--- config.mk ---
export PLATFORM = sky130hd
export DESIGN_NAME = acf_filter_cmd
export DESIGN_NICKNAME = d
export VERILOG_FILES = /design/src/acf_pkg.sv /design/src/acf_filter_cmd.sv /design/src/acf_fifo.sv
export SDC_FILE = /design/constraint.sdc
export NUM_CORES = 1
export LEC_CHECK = 0
export BUFFER_PORTS_ARGS = -buffer_cell sky130_fd_sc_hd__buf_2
export CAP_MARGIN = 20
export CORE_MARGIN = 2
export CORE_UTILIZATION = 30
export CTS_CLUSTER_DIAMETER = 40
export CTS_CLUSTER_SIZE = 25
export DETAILED_ROUTE_END_ITERATION = 10
export PLACE_DENSITY_LB_ADDON = 0.08
export RECOVER_POWER = 100
export SYNTH_ARGS = -nofsm -noshare
export SYNTH_HDL_FRONTEND = slang
export SYNTH_SLANG_ARGS = --single-unit
--- constraint.sdc ---
create_clock -name clock -period 5 [get_ports clock]
set_clock_uncertainty 0.2 [all_clocks]
set_input_delay 0.25 -clock clock [delete_from_list [all_inputs] [get_ports clock]]
set_output_delay 0.25 -clock clock [all_outputs]
set_load 0.02 [all_outputs]
--- src/acf_pkg.sv ---
// Purpose: shared constants for the anti-collision filter command block
// Assumes: byte-wide host command, host response and reader frame streams
// Notes: tag state bytes follow the Type A tag state machine
// Functional notes
// RULE_01 - command 0D selects the filter functions
// RULE_02 - length 1 forces tag state, answers 00 00
// RULE_03 - length 2 reports state, filter unchanged
// RULE_04 - state byte: idle, ready, active, halt, starred
// RULE_05 - filter off: buffer every reader command
// RULE_06 - filter on: run anti-collision without host
// RULE_07 - filter on: buffer undecoded reader commands
// RULE_08 - answer 7-bit SENS 26 and ALL 52
// RULE_09 - answer SDD 93/95/97 and SEL x70
// RULE_10 - stay listening after anti-collision answers
// RULE_11 - echo byte 55 answers 55
// RULE_12 - echo ends listening without error
// RULE_13 - length 0 disables filter, reports state
// RULE_14 - lengths 7/11/15 load config, enable filter
// RULE_15 - other length above 2 answers 82 00
package acf_pkg;

	// ----
	// host command codes and answers
	// ----
	localparam logic [7:0] ACF_CMD_FILTER = 8'h0D;
	localparam logic [7:0] ACF_CMD_ECHO   = 8'h55;
	localparam logic [7:0] ACF_RES_OK     = 8'h00;
	localparam logic [7:0] ACF_RES_BADLEN = 8'h82;
	localparam logic [7:0] ACF_RSP_EMPTY  = 8'h00;
	localparam logic [7:0] ACF_RSP_ONE    = 8'h01;

	// ----
	// filter command lengths
	// ----
	localparam logic [7:0] ACF_LEN_OFF = 8'h00;
	localparam logic [7:0] ACF_LEN_SET = 8'h01;
	localparam logic [7:0] ACF_LEN_GET = 8'h02;
	localparam logic [7:0] ACF_LEN_CL1 = 8'h07;
	localparam logic [7:0] ACF_LEN_CL2 = 8'h0B;
	localparam logic [7:0] ACF_LEN_CL3 = 8'h0F;
	localparam int         ACF_MAX_CFG = 15;
	localparam int         ACF_UID_MAX = 12;
	localparam int         ACF_UID_OFS = 3;

	// ----
	// tag state encoding
	// ----
	localparam logic [7:0] ACF_ST_IDLE      = 8'h00;
	localparam logic [7:0] ACF_ST_READY_A   = 8'h01;
	localparam logic [7:0] ACF_ST_ACTIVE    = 8'h04;
	localparam logic [7:0] ACF_ST_HALT      = 8'h80;
	localparam logic [7:0] ACF_ST_READY_A_S = 8'h81;

	// ----
	// reader requests
	// ----
	localparam logic [7:0] ACF_RQ_SENS     = 8'h26;
	localparam logic [7:0] ACF_RQ_ALL      = 8'h52;
	localparam logic [7:0] ACF_RQ_SEL_CL1  = 8'h93;
	localparam logic [7:0] ACF_RQ_SEL_CL2  = 8'h95;
	localparam logic [7:0] ACF_RQ_SEL_CL3  = 8'h97;
	localparam logic [7:0] ACF_NVB_SDD     = 8'h20;
	localparam logic [7:0] ACF_NVB_SEL     = 8'h70;
	localparam logic [7:0] ACF_SAK_CASCADE = 8'h04;
	localparam int         ACF_SDD_LEN     = 2;
	localparam int         ACF_SEL_MIN_LEN = 7;

	// ----
	// buffer sizes
	// ----
	localparam int ACF_CAP_DEPTH  = 16;
	localparam int ACF_FIFO_DEPTH = 8;
	localparam int ACF_FIFO_WIDTH = 9;

endpackage

--- src/acf_filter_cmd.sv ---
// Purpose: anti-collision filter command handler and echo check
// Assumes: host and reader streams are synchronous to clock
// Notes: CRC of reader frames is stripped/added by the frame layer
`timescale 1ns/10ps
module acf_filter_cmd
	import acf_pkg::*;
#(
	parameter int CAP_DEPTH  = ACF_CAP_DEPTH,
	parameter int FIFO_DEPTH = ACF_FIFO_DEPTH
)
(
	// clock and reset
	input  wire logic       clock,
	input  wire logic       rst_n,
	// host command stream
	input  wire logic       cmd_valid,
	input  wire logic [7:0] cmd_data,
	input  wire logic       cmd_last,
	output logic            cmd_ready,
	// host response stream
	output logic            rsp_valid,
	output logic      [7:0] rsp_data,
	output logic            rsp_last,
	input  wire logic       rsp_ready,
	// listening mode
	input  wire logic       listen_start,
	output logic            listening,
	// reader frames in
	input  wire logic       rdr_valid,
	input  wire logic [7:0] rdr_data,
	input  wire logic       rdr_last,
	input  wire logic       rdr_short,
	output logic            rdr_ready,
	// answers to reader
	output logic            ans_valid,
	output logic      [7:0] ans_data,
	output logic            ans_last,
	input  wire logic       ans_ready,
	// buffered reader commands for host
	output logic            buf_valid,
	output logic      [7:0] buf_data,
	output logic            buf_last,
	input  wire logic       buf_ready,
	// status
	output logic            filter_on,
	output logic      [7:0] tag_state
);

	localparam int CW = $clog2(CAP_DEPTH + 1);
	localparam int PW = $clog2(CAP_DEPTH);

	typedef enum logic [2:0] {H_CODE, H_LEN, H_DATA, H_SKIP, H_RESP} acf_hst_t;
	typedef enum logic [1:0] {R_CAP, R_DEC, R_ANS, R_PUSH} acf_rst_t;

	// ----
	// helpers
	// ----
	function automatic logic [1:0] lvl_of(input logic [7:0] c);
		case (c)
			ACF_RQ_SEL_CL1: lvl_of = 2'h0;
			ACF_RQ_SEL_CL2: lvl_of = 2'h1;
			ACF_RQ_SEL_CL3: lvl_of = 2'h2;
			default:        lvl_of = 2'h3;
		endcase
	endfunction

	function automatic logic [7:0] bcc4(input logic [7:0] a, input logic [7:0] b,
		input logic [7:0] c, input logic [7:0] d);
		bcc4 = a ^ b ^ c ^ d;
	endfunction

	// ----
	// declarations
	// ----
	acf_hst_t    hst_ff;
	acf_hst_t    nxt_hst;
	acf_rst_t    rst_ff;
	acf_rst_t    nxt_rst;
	logic        cmd_ready_ff;
	logic        cmd_fire;
	logic [7:0]  hlen_ff;
	logic [7:0]  hcnt_ff;
	logic [7:0]  pay_ff [ACF_MAX_CFG];
	logic        go_echo_ff;
	logic        go_filt_ff;
	logic [7:0]  nxt_rb [3];
	logic [1:0]  nxt_rn;
	logic        host_st_we;
	logic        cfg_we;
	logic        filt_we;
	logic        filt_val;
	logic [7:0]  rb_ff [3];
	logic [1:0]  rn_ff;
	logic [1:0]  ri_ff;
	logic        rsp_valid_ff;
	logic [7:0]  rsp_data_ff;
	logic        rsp_last_ff;
	logic        listening_ff;
	logic        filt_ff;
	logic [7:0]  tag_state_ff;
	logic [7:0]  atqa_ff [2];
	logic [7:0]  sak_ff;
	logic [7:0]  uid_ff [ACF_UID_MAX];
	logic [1:0]  lvls_ff;
	logic        rdr_ready_ff;
	logic        rdr_fire;
	logic [7:0]  cap_ff [CAP_DEPTH];
	logic [CW-1:0] capn_ff;
	logic        cshort_ff;
	logic [CW-1:0] pi_ff;
	logic [1:0]  lvl;
	logic [1:0]  lsel;
	logic        lvl_ok;
	logic        rdy;
	logic        final_lvl;
	logic [7:0]  ua [4];
	logic [7:0]  ubcc;
	logic        dec_hit;
	logic [2:0]  dec_n;
	logic [7:0]  dab [5];
	logic        rdr_st_we;
	logic [7:0]  rdr_st_val;
	logic [7:0]  ab_ff [5];
	logic [2:0]  an_ff;
	logic [2:0]  ai_ff;
	logic        ans_valid_ff;
	logic [7:0]  ans_data_ff;
	logic        ans_last_ff;
	logic        push_valid;
	logic        push_last;
	logic        push_ready;
	logic [8:0]  fifo_out;

	assign cmd_fire = cmd_valid & cmd_ready_ff;
	assign rdr_fire = rdr_valid & rdr_ready_ff;

	// ----
	// host command parser
	// ----
	always_comb
	begin
		nxt_hst = hst_ff;
		case (hst_ff)
			H_CODE:
				if (cmd_fire)
				begin
					if (cmd_data == ACF_CMD_ECHO && cmd_last)
						nxt_hst = H_RESP;                         // [RULE_11]
					else if (cmd_data == ACF_CMD_FILTER && !cmd_last)
						nxt_hst = H_LEN;                          // [RULE_01]
					else if (!cmd_last)
						nxt_hst = H_SKIP;
				end
			H_LEN:
				if (cmd_fire)
					nxt_hst = cmd_last ? H_RESP : H_DATA;
			H_DATA:
				if (cmd_fire && cmd_last)
					nxt_hst = H_RESP;
			H_SKIP:
				if (cmd_fire && cmd_last)
					nxt_hst = H_CODE;
			H_RESP:
				if (rsp_valid_ff && rsp_ready && rsp_last_ff)
					nxt_hst = H_CODE;
			default:
				nxt_hst = H_CODE;
		endcase
	end

	always_ff @(posedge clock)
	begin
		if (!rst_n)
		begin
			hst_ff       <= H_CODE;
			cmd_ready_ff <= 1'b0;
			go_echo_ff   <= 1'b0;
			go_filt_ff   <= 1'b0;
		end
		else
		begin
			hst_ff       <= nxt_hst;
			cmd_ready_ff <= (nxt_hst != H_RESP);
			go_echo_ff   <= cmd_fire && hst_ff == H_CODE && nxt_hst == H_RESP;
			go_filt_ff   <= cmd_fire && hst_ff != H_CODE && nxt_hst == H_RESP;
		end
	end

	// payload capture; execution waits one cycle so the last byte is stored
	always_ff @(posedge clock)
	begin
		if (!rst_n)
		begin
			hlen_ff <= ACF_LEN_OFF;
			hcnt_ff <= '0;
		end
		else if (cmd_fire && hst_ff == H_LEN)
		begin
			hlen_ff <= cmd_data;
			hcnt_ff <= '0;
		end
		else if (cmd_fire && hst_ff == H_DATA)
		begin
			if (hcnt_ff < 8'(ACF_MAX_CFG))
				pay_ff[hcnt_ff[3:0]] <= cmd_data;
			if (hcnt_ff != 8'hFF)
				hcnt_ff <= hcnt_ff + 8'h01;
		end
	end

	// ----
	// filter command execution
	// ----
	always_comb
	begin
		nxt_rb[0]  = ACF_RES_OK;
		nxt_rb[1]  = ACF_RSP_EMPTY;
		nxt_rb[2]  = tag_state_ff;
		nxt_rn     = 2'h2;
		host_st_we = 1'b0;
		cfg_we     = 1'b0;
		filt_we    = 1'b0;
		filt_val   = 1'b0;
		if (go_echo_ff)
		begin
			nxt_rb[0] = ACF_CMD_ECHO;                             // [RULE_11]
			nxt_rn    = 2'h1;
		end
		else
		begin
			case (hlen_ff)
				ACF_LEN_OFF:
				begin
					filt_we   = 1'b1;                             // [RULE_13]
					nxt_rb[1] = ACF_RSP_ONE;
					nxt_rn    = 2'h3;
				end
				ACF_LEN_SET:
					if (hcnt_ff == 8'h01)
						host_st_we = 1'b1;                        // [RULE_02]
					else
						nxt_rb[0] = ACF_RES_BADLEN;
				ACF_LEN_GET:
				begin
					nxt_rb[1] = ACF_RSP_ONE;                      // [RULE_03]
					nxt_rn    = 2'h3;
				end
				ACF_LEN_CL1, ACF_LEN_CL2, ACF_LEN_CL3:
					if (hcnt_ff == hlen_ff)
					begin
						cfg_we   = 1'b1;                          // [RULE_14]
						filt_we  = 1'b1;
						filt_val = 1'b1;
					end
					else
						nxt_rb[0] = ACF_RES_BADLEN;
				default:
					nxt_rb[0] = ACF_RES_BADLEN;                   // [RULE_15]
			endcase
		end
	end

	always_ff @(posedge clock)
	begin
		if (!rst_n)
		begin
			filt_ff <= 1'b0;
			lvls_ff <= 2'h1;
			sak_ff  <= '0;
			for (int k = 0; k < 2; k++)
				atqa_ff[k] <= '0;
			for (int k = 0; k < ACF_UID_MAX; k++)
				uid_ff[k] <= '0;
		end
		else if (go_filt_ff)
		begin
			if (filt_we)
				filt_ff <= filt_val;                              // [RULE_01]
			if (cfg_we)
			begin
				atqa_ff[0] <= pay_ff[0];
				atqa_ff[1] <= pay_ff[1];
				sak_ff     <= pay_ff[2];
				for (int k = 0; k < ACF_UID_MAX; k++)
					uid_ff[k] <= pay_ff[k + ACF_UID_OFS];
				lvls_ff <= (hlen_ff == ACF_LEN_CL1) ? 2'h1 :
				           (hlen_ff == ACF_LEN_CL2) ? 2'h2 : 2'h3;
			end
		end
	end

	// host write wins over a reader-driven step in the same cycle
	always_ff @(posedge clock)
	begin
		if (!rst_n)
			tag_state_ff <= ACF_ST_IDLE;
		else if (go_filt_ff && host_st_we)
			tag_state_ff <= pay_ff[0];                            // [RULE_02]
		else if (rdr_st_we)
			tag_state_ff <= rdr_st_val;                           // [RULE_04]
	end

	// set by a listen command, ended only by the echo check
	always_ff @(posedge clock)
	begin
		if (!rst_n)
			listening_ff <= 1'b0;
		else if (listen_start)
			listening_ff <= 1'b1;
		else if (go_echo_ff)
			listening_ff <= 1'b0;                                 // [RULE_12]
	end

	// ----
	// host response streamer
	// ----
	always_ff @(posedge clock)
	begin
		if (!rst_n)
		begin
			rsp_valid_ff <= 1'b0;
			rsp_data_ff  <= '0;
			rsp_last_ff  <= 1'b0;
			rn_ff        <= 2'h1;
			ri_ff        <= '0;
			for (int k = 0; k < 3; k++)
				rb_ff[k] <= '0;
		end
		else if (go_echo_ff || go_filt_ff)
		begin
			rb_ff        <= nxt_rb;
			rn_ff        <= nxt_rn;
			rsp_valid_ff <= 1'b1;
			rsp_data_ff  <= nxt_rb[0];
			rsp_last_ff  <= (nxt_rn == 2'h1);
			ri_ff        <= 2'h1;
		end
		else if (rsp_valid_ff && rsp_ready)
		begin
			if (rsp_last_ff)
				rsp_valid_ff <= 1'b0;
			else
			begin
				rsp_data_ff <= rb_ff[ri_ff];
				rsp_last_ff <= (ri_ff == 2'(rn_ff - 2'h1));
				ri_ff       <= ri_ff + 2'h1;
			end
		end
	end

	// ----
	// reader frame capture
	// ----
	always_comb
	begin
		nxt_rst = rst_ff;
		case (rst_ff)
			R_CAP:
				if (rdr_fire && rdr_last)
					nxt_rst = R_DEC;
			R_DEC:
				if (!filt_ff)
					nxt_rst = R_PUSH;                             // [RULE_05]
				else if (!dec_hit)
					nxt_rst = R_PUSH;                             // [RULE_07]
				else if (dec_n != 3'h0)
					nxt_rst = R_ANS;                              // [RULE_06]
				else
					nxt_rst = R_CAP;
			R_ANS:
				if (ans_valid_ff && ans_ready && ans_last_ff)
					nxt_rst = R_CAP;
			R_PUSH:
				if (push_ready && push_last)
					nxt_rst = R_CAP;
			default:
				nxt_rst = R_CAP;
		endcase
	end

	always_ff @(posedge clock)
	begin
		if (!rst_n)
		begin
			rst_ff       <= R_CAP;
			rdr_ready_ff <= 1'b0;
		end
		else
		begin
			rst_ff       <= nxt_rst;
			rdr_ready_ff <= (nxt_rst == R_CAP);
		end
	end

	// bytes past the capture depth are dropped
	always_ff @(posedge clock)
	begin
		if (!rst_n)
		begin
			capn_ff   <= '0;
			cshort_ff <= 1'b0;
		end
		else if (rst_ff == R_CAP && rdr_fire)
		begin
			if (capn_ff < CW'(CAP_DEPTH))
			begin
				cap_ff[capn_ff[PW-1:0]] <= rdr_data;
				capn_ff <= capn_ff + CW'(1);
			end
			if (rdr_last)
				cshort_ff <= rdr_short;
		end
		else if (rst_ff != R_CAP && nxt_rst == R_CAP)
			capn_ff <= '0;
	end

	// ----
	// anti-collision decode
	// ----
	assign lvl       = lvl_of(cap_ff[0]);
	assign lvl_ok    = (lvl != 2'h3) && (lvl < lvls_ff);
	assign lsel      = lvl_ok ? lvl : 2'h0;
	assign rdy       = (tag_state_ff[6:0] == 7'(lsel) + 7'h01);
	assign final_lvl = (lsel == 2'(lvls_ff - 2'h1));
	assign ubcc      = bcc4(ua[0], ua[1], ua[2], ua[3]);

	always_comb
	begin
		for (int k = 0; k < 4; k++)
			ua[k] = uid_ff[{lsel, k[1:0]}];
	end

	always_comb
	begin
		dec_hit    = 1'b0;
		dec_n      = 3'h0;
		rdr_st_we  = 1'b0;
		rdr_st_val = tag_state_ff;
		for (int k = 0; k < 5; k++)
			dab[k] = '0;
		if (cshort_ff && capn_ff == CW'(1) && cap_ff[0] == ACF_RQ_SENS)
		begin
			dec_hit = 1'b1;                                       // [RULE_08]
			if (tag_state_ff == ACF_ST_IDLE)
			begin
				dab[0]     = atqa_ff[0];
				dab[1]     = atqa_ff[1];
				dec_n      = 3'h2;
				rdr_st_we  = 1'b1;
				rdr_st_val = ACF_ST_READY_A;
			end
		end
		else if (cshort_ff && capn_ff == CW'(1) && cap_ff[0] == ACF_RQ_ALL)
		begin
			dec_hit = 1'b1;                                       // [RULE_08]
			if (tag_state_ff == ACF_ST_IDLE || tag_state_ff == ACF_ST_HALT)
			begin
				dab[0]     = atqa_ff[0];
				dab[1]     = atqa_ff[1];
				dec_n      = 3'h2;
				rdr_st_we  = 1'b1;
				rdr_st_val = (tag_state_ff == ACF_ST_HALT) ? ACF_ST_READY_A_S
				                                           : ACF_ST_READY_A;
			end
		end
		else if (!cshort_ff && lvl_ok && capn_ff == CW'(ACF_SDD_LEN)
		         && cap_ff[1] == ACF_NVB_SDD)
		begin
			dec_hit = 1'b1;                                       // [RULE_09]
			if (rdy)
			begin
				for (int k = 0; k < 4; k++)
					dab[k] = ua[k];
				dab[4] = ubcc;
				dec_n  = 3'h5;
			end
		end
		else if (!cshort_ff && lvl_ok && capn_ff >= CW'(ACF_SEL_MIN_LEN)
		         && cap_ff[1] == ACF_NVB_SEL)
		begin
			dec_hit = 1'b1;                                       // [RULE_09]
			if (rdy && cap_ff[2] == ua[0] && cap_ff[3] == ua[1] && cap_ff[4] == ua[2]
			    && cap_ff[5] == ua[3] && cap_ff[6] == ubcc)
			begin
				dab[0]     = final_lvl ? sak_ff : ACF_SAK_CASCADE;
				dec_n      = 3'h1;
				rdr_st_we  = 1'b1;
				rdr_st_val = final_lvl ? ACF_ST_ACTIVE : tag_state_ff + 8'h01;
			end
		end
		if (rst_ff != R_DEC || !filt_ff)
		begin
			dec_n     = 3'h0;
			rdr_st_we = 1'b0;
		end
	end

	// ----
	// reader answer streamer
	// ----
	// listening is left as it is while answering the reader [RULE_10]
	always_ff @(posedge clock)
	begin
		if (!rst_n)
		begin
			ans_valid_ff <= 1'b0;
			ans_data_ff  <= '0;
			ans_last_ff  <= 1'b0;
			an_ff        <= 3'h1;
			ai_ff        <= '0;
			for (int k = 0; k < 5; k++)
				ab_ff[k] <= '0;
		end
		else if (dec_n != 3'h0)
		begin
			ab_ff        <= dab;
			an_ff        <= dec_n;
			ans_valid_ff <= 1'b1;                                 // [RULE_06]
			ans_data_ff  <= dab[0];
			ans_last_ff  <= (dec_n == 3'h1);
			ai_ff        <= 3'h1;
		end
		else if (ans_valid_ff && ans_ready)
		begin
			if (ans_last_ff)
				ans_valid_ff <= 1'b0;
			else
			begin
				ans_data_ff <= ab_ff[ai_ff];
				ans_last_ff <= (ai_ff == 3'(an_ff - 3'h1));
				ai_ff       <= ai_ff + 3'h1;
			end
		end
	end

	// ----
	// receive buffer for the host
	// ----
	assign push_valid = (rst_ff == R_PUSH);
	assign push_last  = (pi_ff == CW'(capn_ff - CW'(1)));

	// a full buffer stalls the push and so the reader capture
	always_ff @(posedge clock)
	begin
		if (!rst_n)
			pi_ff <= '0;
		else if (push_valid && push_ready)
			pi_ff <= pi_ff + CW'(1);                              // [RULE_05]
		else if (!push_valid)
			pi_ff <= '0;
	end

	acf_fifo #(
		.WIDTH (ACF_FIFO_WIDTH),
		.DEPTH (FIFO_DEPTH)
	) u_fifo (
		.clock     (clock),
		.rst_n     (rst_n),
		.in_valid  (push_valid),
		.in_data   ({push_last, cap_ff[pi_ff[PW-1:0]]}),
		.in_ready  (push_ready),
		.out_valid (buf_valid),
		.out_data  (fifo_out),
		.out_ready (buf_ready)
	);

	// ----
	// outputs
	// ----
	assign buf_data  = fifo_out[7:0];
	assign buf_last  = fifo_out[8];
	assign cmd_ready = cmd_ready_ff;
	assign rsp_valid = rsp_valid_ff;
	assign rsp_data  = rsp_data_ff;
	assign rsp_last  = rsp_last_ff;
	assign listening = listening_ff;
	assign rdr_ready = rdr_ready_ff;
	assign ans_valid = ans_valid_ff;
	assign ans_data  = ans_data_ff;
	assign ans_last  = ans_last_ff;
	assign filter_on = filt_ff;
	assign tag_state = tag_state_ff;

endmodule

--- src/acf_fifo.sv ---
// Purpose: synchronous FIFO between the reader capture and the host
// Assumes: single clock, synchronous active-low reset
// Notes: in_ready falls only when every slot holds a word
`timescale 1ns/10ps
module acf_fifo
	import acf_pkg::*;
#(
	parameter int WIDTH = ACF_FIFO_WIDTH,
	parameter int DEPTH = ACF_FIFO_DEPTH
)
(
	// clock and reset
	input  wire logic             clock,
	input  wire logic             rst_n,
	// fill side
	input  wire logic             in_valid,
	input  wire logic [WIDTH-1:0] in_data,
	output logic                  in_ready,
	// drain side
	output logic                  out_valid,
	output logic      [WIDTH-1:0] out_data,
	input  wire logic             out_ready
);

	localparam int AW = $clog2(DEPTH);

	logic [WIDTH-1:0] mem_ff [DEPTH];
	logic [AW-1:0]    wr_ff;
	logic [AW-1:0]    rd_ff;
	logic [AW:0]      cnt_ff;
	logic             push;
	logic             pop;

	function automatic logic [AW-1:0] ptr_inc(input logic [AW-1:0] p);
		ptr_inc = (p == AW'(DEPTH - 1)) ? '0 : AW'(p + 1'b1);
	endfunction

	assign in_ready  = (cnt_ff != (AW+1)'(DEPTH));
	assign out_valid = (cnt_ff != '0);
	assign out_data  = mem_ff[rd_ff];
	assign push      = in_valid & in_ready;
	assign pop       = out_valid & out_ready;

	always_ff @(posedge clock)
	begin
		if (push)
		begin
			mem_ff[wr_ff] <= in_data;
		end
	end

	always_ff @(posedge clock)
	begin
		if (!rst_n)
		begin
			wr_ff  <= '0;
			rd_ff  <= '0;
			cnt_ff <= '0;
		end
		else
		begin
			if (push)
			begin
				wr_ff <= ptr_inc(wr_ff);
			end
			if (pop)
			begin
				rd_ff <= ptr_inc(rd_ff);
			end
			if (push && !pop)
			begin
				cnt_ff <= cnt_ff + 1'b1;
			end
			else if (pop && !push)
			begin
				cnt_ff <= cnt_ff - 1'b1;
			end
		end
	end

endmodule

Word-level counts from Yosys, hierarchy flattened
Memories as Yosys holds them, arrays and structs flattened. A register that Yosys moved wholly into a read port is not among the register bits.
Cells that the tools add are included.
Cells by class
  $add $sub $neg: 15
  $mul: 0
  div/mod/pow operators: 0
  $lt $le $gt $ge: 6
  eq/ne operators: 53
  shift-type cells: 0
  mux-type cells: 156
  bitwise gates (word level): 26
  reductions and logical operators: 80
Operator list (count)
  2-to-1 mux 8 bit: 42
  2-to-1 mux 16 bit: 4
  2-to-1 mux 1 bit: 61
  2-to-1 mux 3 bit: 18
  == test 8 bit: 6
  2-to-1 mux 24 bit: 2
  2-to-1 mux 40 bit: 1
  logical AND 1 bit: 35
  == test 8 bit (second input constant): 4
  2-to-1 mux 32 bit: 1
  2-to-1 mux 5 bit: 5
  binary-select mux 8 bit (select 3 bit): 1
  == test 8 x 4 -> 1 bit (second input constant): 3
  == test 8 x 7 -> 1 bit (second input constant): 3
  one-hot mux 8 bit (3 select lines): 1
  bitwise XOR 8 bit: 3
  2-to-1 mux 2 bit: 11
  AND reduction 2 bit: 11
  nonzero test 2 bit: 9
  adder 8 x 1 -> 8 bit (second input constant): 2
  binary-select mux 8 bit (select 2 bit): 1
  == test 8 x 1 -> 1 bit (second input constant): 2
  == test 8 x 6 -> 1 bit (second input constant): 2
  logical NOT 8 bit: 2
  other kinds (54): 106
Word-level totals
  register bits: 152
  bits in latches: 0
  memory bits (writable): 432
  memory bits (read-only): 0
  input port bits: 27
  output and inout port bits: 42
  word-level logic and storage cells: 379
  memories kept: 5
Memory list
  cap_ff: depth 16, bits a word 8, rd ports 8, clocked after Yosys merged registers in 1, write ports 1, line acf_filter_cmd.sv:107  | logic [7:0] cap_ff [CAP_DEPTH];
  pay_ff: depth 15, bits a word 8, rd ports 15, clocked after Yosys merged registers in 1, write ports 1, line acf_filter_cmd.sv:83  | logic [7:0] pay_ff [ACF_MAX_CFG];
  uid_ff: depth 12, bits a word 8, rd ports 4, clocked after Yosys merged registers in 0, write ports 12, line acf_filter_cmd.sv:103  | logic [7:0] uid_ff [ACF_UID_MAX];
  u_fifo.mem_ff: depth 8, bits a word 9, rd ports 1, clocked after Yosys merged registers in 1, write ports 1, line acf_fifo.sv:27  | logic [WIDTH-1:0] mem_ff [DEPTH];
  atqa_ff: depth 2, bits a word 8, rd ports 2, clocked after Yosys merged registers in 0, write ports 2, line acf_filter_cmd.sv:101  | logic [7:0] atqa_ff [2];

Depth between registers and ports, before layout
Gate-level depths: netlist of run 1.
An unclocked memory read counts as a cell.
  depth in word-level cells: 28
  mapped depth: 21
  depth with buffers taken out: 13

By module
Synthesis of run 1 repeated with hierarchy kept, for this count alone.
Unflattened totals
  cell total of the unflattened synthesis: 1974
  area, all modules: 26057.5 µm²
By module, submodules not included
  acf_filter_cmd: times used 1, cells each 1795, area each 22601.7 µm², seq. area each 13633.1 µm²
  acf_fifo: times used 1, cells each 179, area each 3455.8 µm², seq. area each 2422.3 µm²

Worst setup path before layout of run 1
Ideal clock, no wire load.
  kind: flip-flop to flip-flop
  start point: mem cap_ff[0][3]
  end point: reg ab_ff[32] (netlist name)
  library setup time: 114 ps
  arrival time: 4310 ps
  required time: 4686 ps
  slack: 375 ps
  cell stages (with the launch flop): 19
  path buffers: 5
  period minus slack after synthesis: 4625 ps
  cell sequence: edfxtp_1 > buf_2 > nor3b_1 > nand4_1 > ha_1 > or3b_2 > clkbuf_1 > nor3_4 > buf_2 > buf_2 > mux2i_1 > a21oi_1 > xor2_1 > nor4_2 > nand4_2 > o21ai_2 > a21oi_2 > buf_2 > a21bo_1
RTL lines
  start, declared: line acf_filter_cmd.sv:107
  end signal, assigned by index: line acf_filter_cmd.sv:512  | ab_ff[k] <= '0;
  end signal, assigned: line acf_filter_cmd.sv:516  | ab_ff <= dab;
  end, declared: line acf_filter_cmd.sv:123  | logic [7:0] ab_ff [5];

==> results.cfg, run 1 <==
[status]
status = finished, violations left
violations = capacitance limit, slew limit

[routing]
wl_per_cell_microns = 24.8
routed_wl_microns = 85200
ant_nets = 0
viasPerCell = 5.03
drc = 0
vias = 17323
drt-initial-drc-count = 1238
firstDrtPassIters = 5

[yosys]
synthAdderAreaFrac_pct = 1.14
yosysWarnings = 0
synthCells = 1966
ys_types = 94
synthXorXnorAreaFrac_pct = 4.66
synthMuxAreaShare_pct = 7.47
async_flop_share_pct = 0
netlist.area_leader.share_pct = 50.1
synthSimpleGateAreaFrac_pct = 13.6
synth_flop_cell = edfxtp_1
synth_top_family_by_area = simple AND/OR/NAND/NOR gates
syn_avg_cell_area_sq_um = 13.2
ys_ff_latch = 586
syn_area_sq_um = 25900
synth_compound_area_share_pct = 8.56
synth_area_leader_cell = edfxtp_1
syn_nets = 2016
yosysSeqAreaShare_pct = 62.0
synth_edf_count = 432
synth.area.top_cells = edfxtp_1 (50%), dfxtp_1 (12%), mux4_2 (5.7%), xnor2_1 (3.2%), and3_1 (2.6%)

[global_route]
grt_overflow = 0
grt_start_max_net_pins = 105
grt_pass1_wl_microns = 124000
grt_pass1_vias = 17811
gr-usage-all-layers_pct = 19.1
grt_antenna_before_repair = 1

[floorplan]
pin_count = 69
core_area_sq_um = 85300
die_h_microns = 298
start_util_pct = 30.3
rows = 107
dieArea_sq_um = 88600
die_w_microns = 298

[cells_and_area]
post_route_cells_drive_above_1_share_pct = 19.4
final_cell_mix = edfxtp_1 (432), dfxtp_1 (154), nor2_1 (147)
regArea_sq_um = 16100
multi_input_area_sq_um = 9240
areaGrowthSynthToFinish_pct = 23.6
n_fill_cell = 8303
final_common_cell = edfxtp_1
layout.nets = 2265

[worst_setup_path]
critPathKind = flip-flop to flip-flop
cp_max_fo = 5
worstPathRequired_ns = 5.38
worst_setup_path_end_kind = flip-flop
start_kind = flip-flop
arrival_ns = 5.23

[timing]
fmax_ghz = 0.206
rsz0062_at_grt = no
fin_hold_ws_ns = 0.145
fin_crit_ns = 4.85
fin_ws_ns = 0.152
setup_viol = 0
worst_slew_pin_slew_ns = 2.12
finalCritPeriodShare_pct = 97.0
slew_violations = 109
hold_viol = 0
slew_headroom_pct = -41.0

[min_path]
hold_class = primary input to flip-flop

[cts]
cts_htree_levels = 3
cts_buffer_depth = 3
clkSinkCount = 586
clock_latency_ns = 0.66
cts_tree = built
cts-root-buf = clkbuf_16
path_clk_slew_ns = 0.05
cts_made_buffers = 95
cts_setup_buffers = 0

[place]
dp_worst_setup_slack_ns = -0.269
io_buffers = 68
gp_congestion = 0.884
dpl.hpwl_microns = 61700

[pwr]
leakage_nw = 11.2
p_int_w = 0.00981
power_density_nw_per_um2 = 401
clock_power_share_pct = 51.7
ir_drop_mv = 0.254
power_frac_seq_pct = 41.9
switchingPower_w = 0.00303
combPwrFrac_pct = 6.4
switching_share_pct = 23.6

[run]
max-cap-violations = 6
-- power by group through the flow --
stage / registers (W) / logic [W] / clock network, W
floorplan: 0.00543 / 0.000529 / 0
global placement: 0.00548 / 0.000824 / 0
detailed placement: 0.00548 / 0.000831 / 0
CTS: 0.00538 / 0.000855 / 0.00678
global route: 0.00539 / 0.000905 / 0.00700
finish: 0.00538 / 0.000823 / 0.00664
-- per-layer routing --
layer,GRT usage (%),wire length (microns),vias up
li1,-,-,8017
met1,25.2,38000,8760
met2,32.5,41700,416
met3,2.66,3270,130
met4,5.78,2280,0
met5,0,0,-
-- metrics by stage --
| step | utilization (%) | instance area, sq um | total power [W] | setup TNS [ns] | std cells |
|---|---|---|---|---|---|
| 6_report | 37.5 | 32000 | 0.0128 | 0 | 3441 |
| 2_1_floorplan | - | 25900 | 0.00596 | 0 | 1966 |
| 3_3_place_gp | 33.4 | 28500 | 0.00630 | -6.08 | 3229 |
| 4_1_cts | 37.7 | 32100 | 0.0130 | 0 | 3438 |
| 5_1_grt | 37.5 | 32000 | 0.0133 | 0 | 3440 |
| 3_5_place_dp | 33.4 | 28500 | 0.00631 | -7.85 | 3230 |
-- state kept, by name, indices dropped and copies added (netlist names), 8 cells and up, named ones only --
name,cells
cap_ff,128
pay_ff,120
uid_ff,96
u_fifo.mem_ff,72
ab_ff,40
atqa_ff,16
rb_ff,11
ans_data,8
hcnt_ff,8
hlen_ff,8
rsp_data,8
sak_ff,8
tag_state,8
-- cell usage after synthesis (8+ instances only) --
cell type / number
buf_1: 14
nor3_1: 46
ha_1: 22
edfxtp_1: 432
a21oi_1: 84
o211ai_1: 13
buf_4: 10
nand2b_1: 21
mux2i_1: 30
mux4_2: 66
a31oi_1: 10
clkbuf_1: 73
a21o_1: 11
a22o_1: 13
nor2b_1: 11
buf_2: 9
or2_2: 8
xor2_1: 34
a221o_1: 13
nor4_1: 11
and2_1: 25
o221a_1: 8
and4_1: 8
nor3b_1: 10
o21ai_0: 42
nand4_1: 27
o2bb2ai_1: 19
dfxtp_1: 154
xnor2_1: 96
and3_1: 108
nor2_1: 147
nand3_1: 29
inv_1: 35
a211oi_1: 15
nand2_1: 131
mux2_2: 13
or3_1: 16
-- kinds of logic after synthesis --
| family | count (synthesis) |
|---|---|
| AOI/OAI and AO/OA | 315 |
| xor gates and xnor gates | 133 |
| adders and majority gates | 23 |
| buffers and inverters | 150 |
| DFF | 586 |
| muxes | 109 |
| and+or+nand+nor | 650 |
-- repair_timing --
item | in CTS | in global routing
hold buffers | 30 | 0
endpoints found under the setup margin | 53 | 51
pin swaps | 1 | 3
cloned | 0 | 0
endpoints found under the hold margin | 291 | 0
gates resized for setup | 9 | 11
-- final timing paths --
kind / startpoint / to / slack (ns) / depth (start not counted)
max reg2reg: cap_ff[0][3]$_DFFE_PP_ / ans_data[1]$_SDFFE_PN0P_ / 0.15 / 16
min reg2reg: rsp_data[5]$_SDFFE_PN0P_ / rsp_data[5]$_SDFFE_PN0P_ / 0.25 / 2
max: cap_ff[0][3]$_DFFE_PP_ / ans_data[1]$_SDFFE_PN0P_ / 0.15 / 16
min: listen_start / listening$_SDFFE_PN0P_ / 0.15 / 4
-- cell type report --
type,count,area share (%)
antenna,1,0.00782
clock buffer,112,7.86
clock inverter,66,2.45
inverter,37,0.434
multi-input combinational,1230,28.9
sequential,586,50.2
tap,1144,4.47
timing repair buffer,265,5.68
-- critical path, stage by stage (launching register included) --
cell and delay, ns:
edfxtp_1 0.39, nor3b_2 0.23, nand4_1 0.14, ha_1 0.23, or4b_4 0.56, buf_4 0.20
nor3_4 0.29, buf_4 0.21, nor2_1 0.06, o21ai_1 0.56, xor2_1 0.24, nor4_1 0.38
nand4_2 0.21, buf_4 0.20, nor3_1 0.29, a222oi_1 0.23, o2bb2ai_1 0.19
Power figures use the tool's default switching activity.
==> inputs of run 2 (changes only) <==
==> constraint.sdc (replaced) <==
create_clock -name clock -period 5.8 [get_ports clock]
set_clock_uncertainty 0.2 [all_clocks]
set_input_delay 0.29 -clock clock [delete_from_list [all_inputs] [get_ports clock]]
set_output_delay 0.29 -clock clock [all_outputs]
set_load 0.02 [all_outputs]
==> results.cfg, run 2 (same netlist as run 1, synthesis figures left out) <==
[routing]
wl_per_cell_microns = 25.2
vias = 17044
drt-initial-drc-count = 1216
viasPerCell = 5.10
routed_wl_microns = 84100
drc = 0
firstDrtPassIters = 7
ant_nets = 0

[timing]
tns_ns = 0
slew_violations = 348
worst_slew_pin_slew_ns = 2.93
fmax_ghz = 0.180
fin_hold_ws_ns = 0.184
fin_crit_ns = 5.55
finalCritPeriodShare_pct = 95.8
setup_viol = 0
hold_viol = 0
slew_headroom_pct = -95.9
rsz0062_at_grt = no

[worst_setup_path]
start_kind = flip-flop
reg2reg_slack_ns = 0.25
critPathKind = flip-flop to flip-flop
crit_path_top_delay_cell = or4b_1
cp_top_family = simple AND/OR/NAND/NOR gates
worst_setup_path_end_kind = flip-flop
worstPathCellList = nor3b_1, nand4_1, ha_1, or4b_1, buf_4, nor4_4, buf_4, a21oi_1, a21oi_1, xor2_1, nor4_2, nand4_2, clkbuf_1, o21ai_2, buf_4, nand2_1, o2bb2ai_1
worst-path-buf-inv = 4
worstPathRequired_ns = 6.16
crit_top_cell = buf_4
arrival_ns = 5.92
cp_max_fo = 12
cp_slowest_stage_delay_ns = 0.65

[status]
status = finished, violations left
violations = capacitance limit, slew limit

[run]
max-cap-violations = 10

[cts]
cts_buffer_depth = 3
clock_latency_ns = 0.65
clkSinkCount = 586
path_clk_slew_ns = 0.05
cts_htree_levels = 3
cts_tree = built
cts_made_buffers = 102
cts_setup_buffers = 0
cts-root-buf = clkbuf_16

[floorplan]
die_h_microns = 298
dieArea_sq_um = 88600
pin_count = 69
core_area_sq_um = 85300
die_w_microns = 298
start_util_pct = 30.3
rows = 107

[cells_and_area]
post_route_cells_drive_above_1_share_pct = 15.5
areaGrowthSynthToFinish_pct = 21.0
layout.nets = 2163
multi_input_area_sq_um = 9170
final_common_cell = edfxtp_1
n_fill_cell = 8345
final_cell_mix = edfxtp_1 (432), dfxtp_1 (154), nor2_1 (147)
largest_reg_flops = 128
regArea_sq_um = 16100
diodes = 0

[global_route]
grt_overflow = 0
grt_pass1_wl_microns = 123000
grt_pass1_vias = 17241
grt_antenna_before_repair = 3
grt_start_max_net_pins = 99
gr-usage-all-layers_pct = 18.8

[place]
gp_congestion = 0.907
io_buffers = 68
dpl.hpwl_microns = 60100

[pwr]
leakage_nw = 10.8
ir_drop_mv = 0.237
power_density_nw_per_um2 = 367

[min_path]
hold_class = primary input to flip-flop
-- run 2: area by class of cell --
class	instances	area share [%]
clock buffers	113	8.52
flip-flops and latches	586	51.3
inverters	37	0.444
well taps	1144	4.57
multi-input cells	1230	29.3
clock inverters	78	2.89
repair buffers	156	2.97
-- run 2: worst paths after layout --
kind,start,end,cells after the start
worst max-delay path,cap_ff[0][4]$_DFFE_PP_,ab_ff[38]$_SDFFE_PN0P_,17
worst max register to register,cap_ff[0][4]$_DFFE_PP_,ab_ff[38]$_SDFFE_PN0P_,17
worst min register to register,rsp_data[5]$_SDFFE_PN0P_,rsp_data[5]$_SDFFE_PN0P_,2
worst min-delay path,listen_start,listening$_SDFFE_PN0P_,4
-- run 2: metrics by stage --
stage	setup WS (ns)	area, sq um	total power, W	cells	util [%]
after floorplan	1.18	25900	0.00514	1966	-
after global placement	0.261	27600	0.00539	3121	32.4
after detailed placement	0.211	27600	0.00540	3124	32.4
after CTS	0.216	31500	0.0116	3344	36.9
after global routing	0.0315	31300	0.0119	3344	36.7
final	0.245	31300	0.0115	3344	36.7
-- run 2: metal layers --
layer	track usage [%]	wire [microns]	share of wire, %
met4	5.94	2130	2.5
met2	31.8	41100	49
met1	24.9	37700	45
met5	0	14	0.017
met3	2.68	3140	3.7
-- run 2: what timing repair did --
item	in CTS	in global routing
setup endpoints to repair	0	17
hold endpoints to repair	272	0
resized for setup	0	3
hold buffers	29	0
-- run 2: worst register-to-register path, delay by kind of cell (launching register included) --
family	cells	cell delay, ns
buf+inv	4	0.92
xor+xnor	1	0.20
compound gates	4	1.14
fa+ha+maj	1	0.23
simple gates	7	2.36
flops	1	0.43
-- run 2: power breakdown --
group	switching [W]	internal [W]
Clock	0.00223	0.00394
Sequential	0.0000770	0.00456
Combinational	0.000400	0.000268
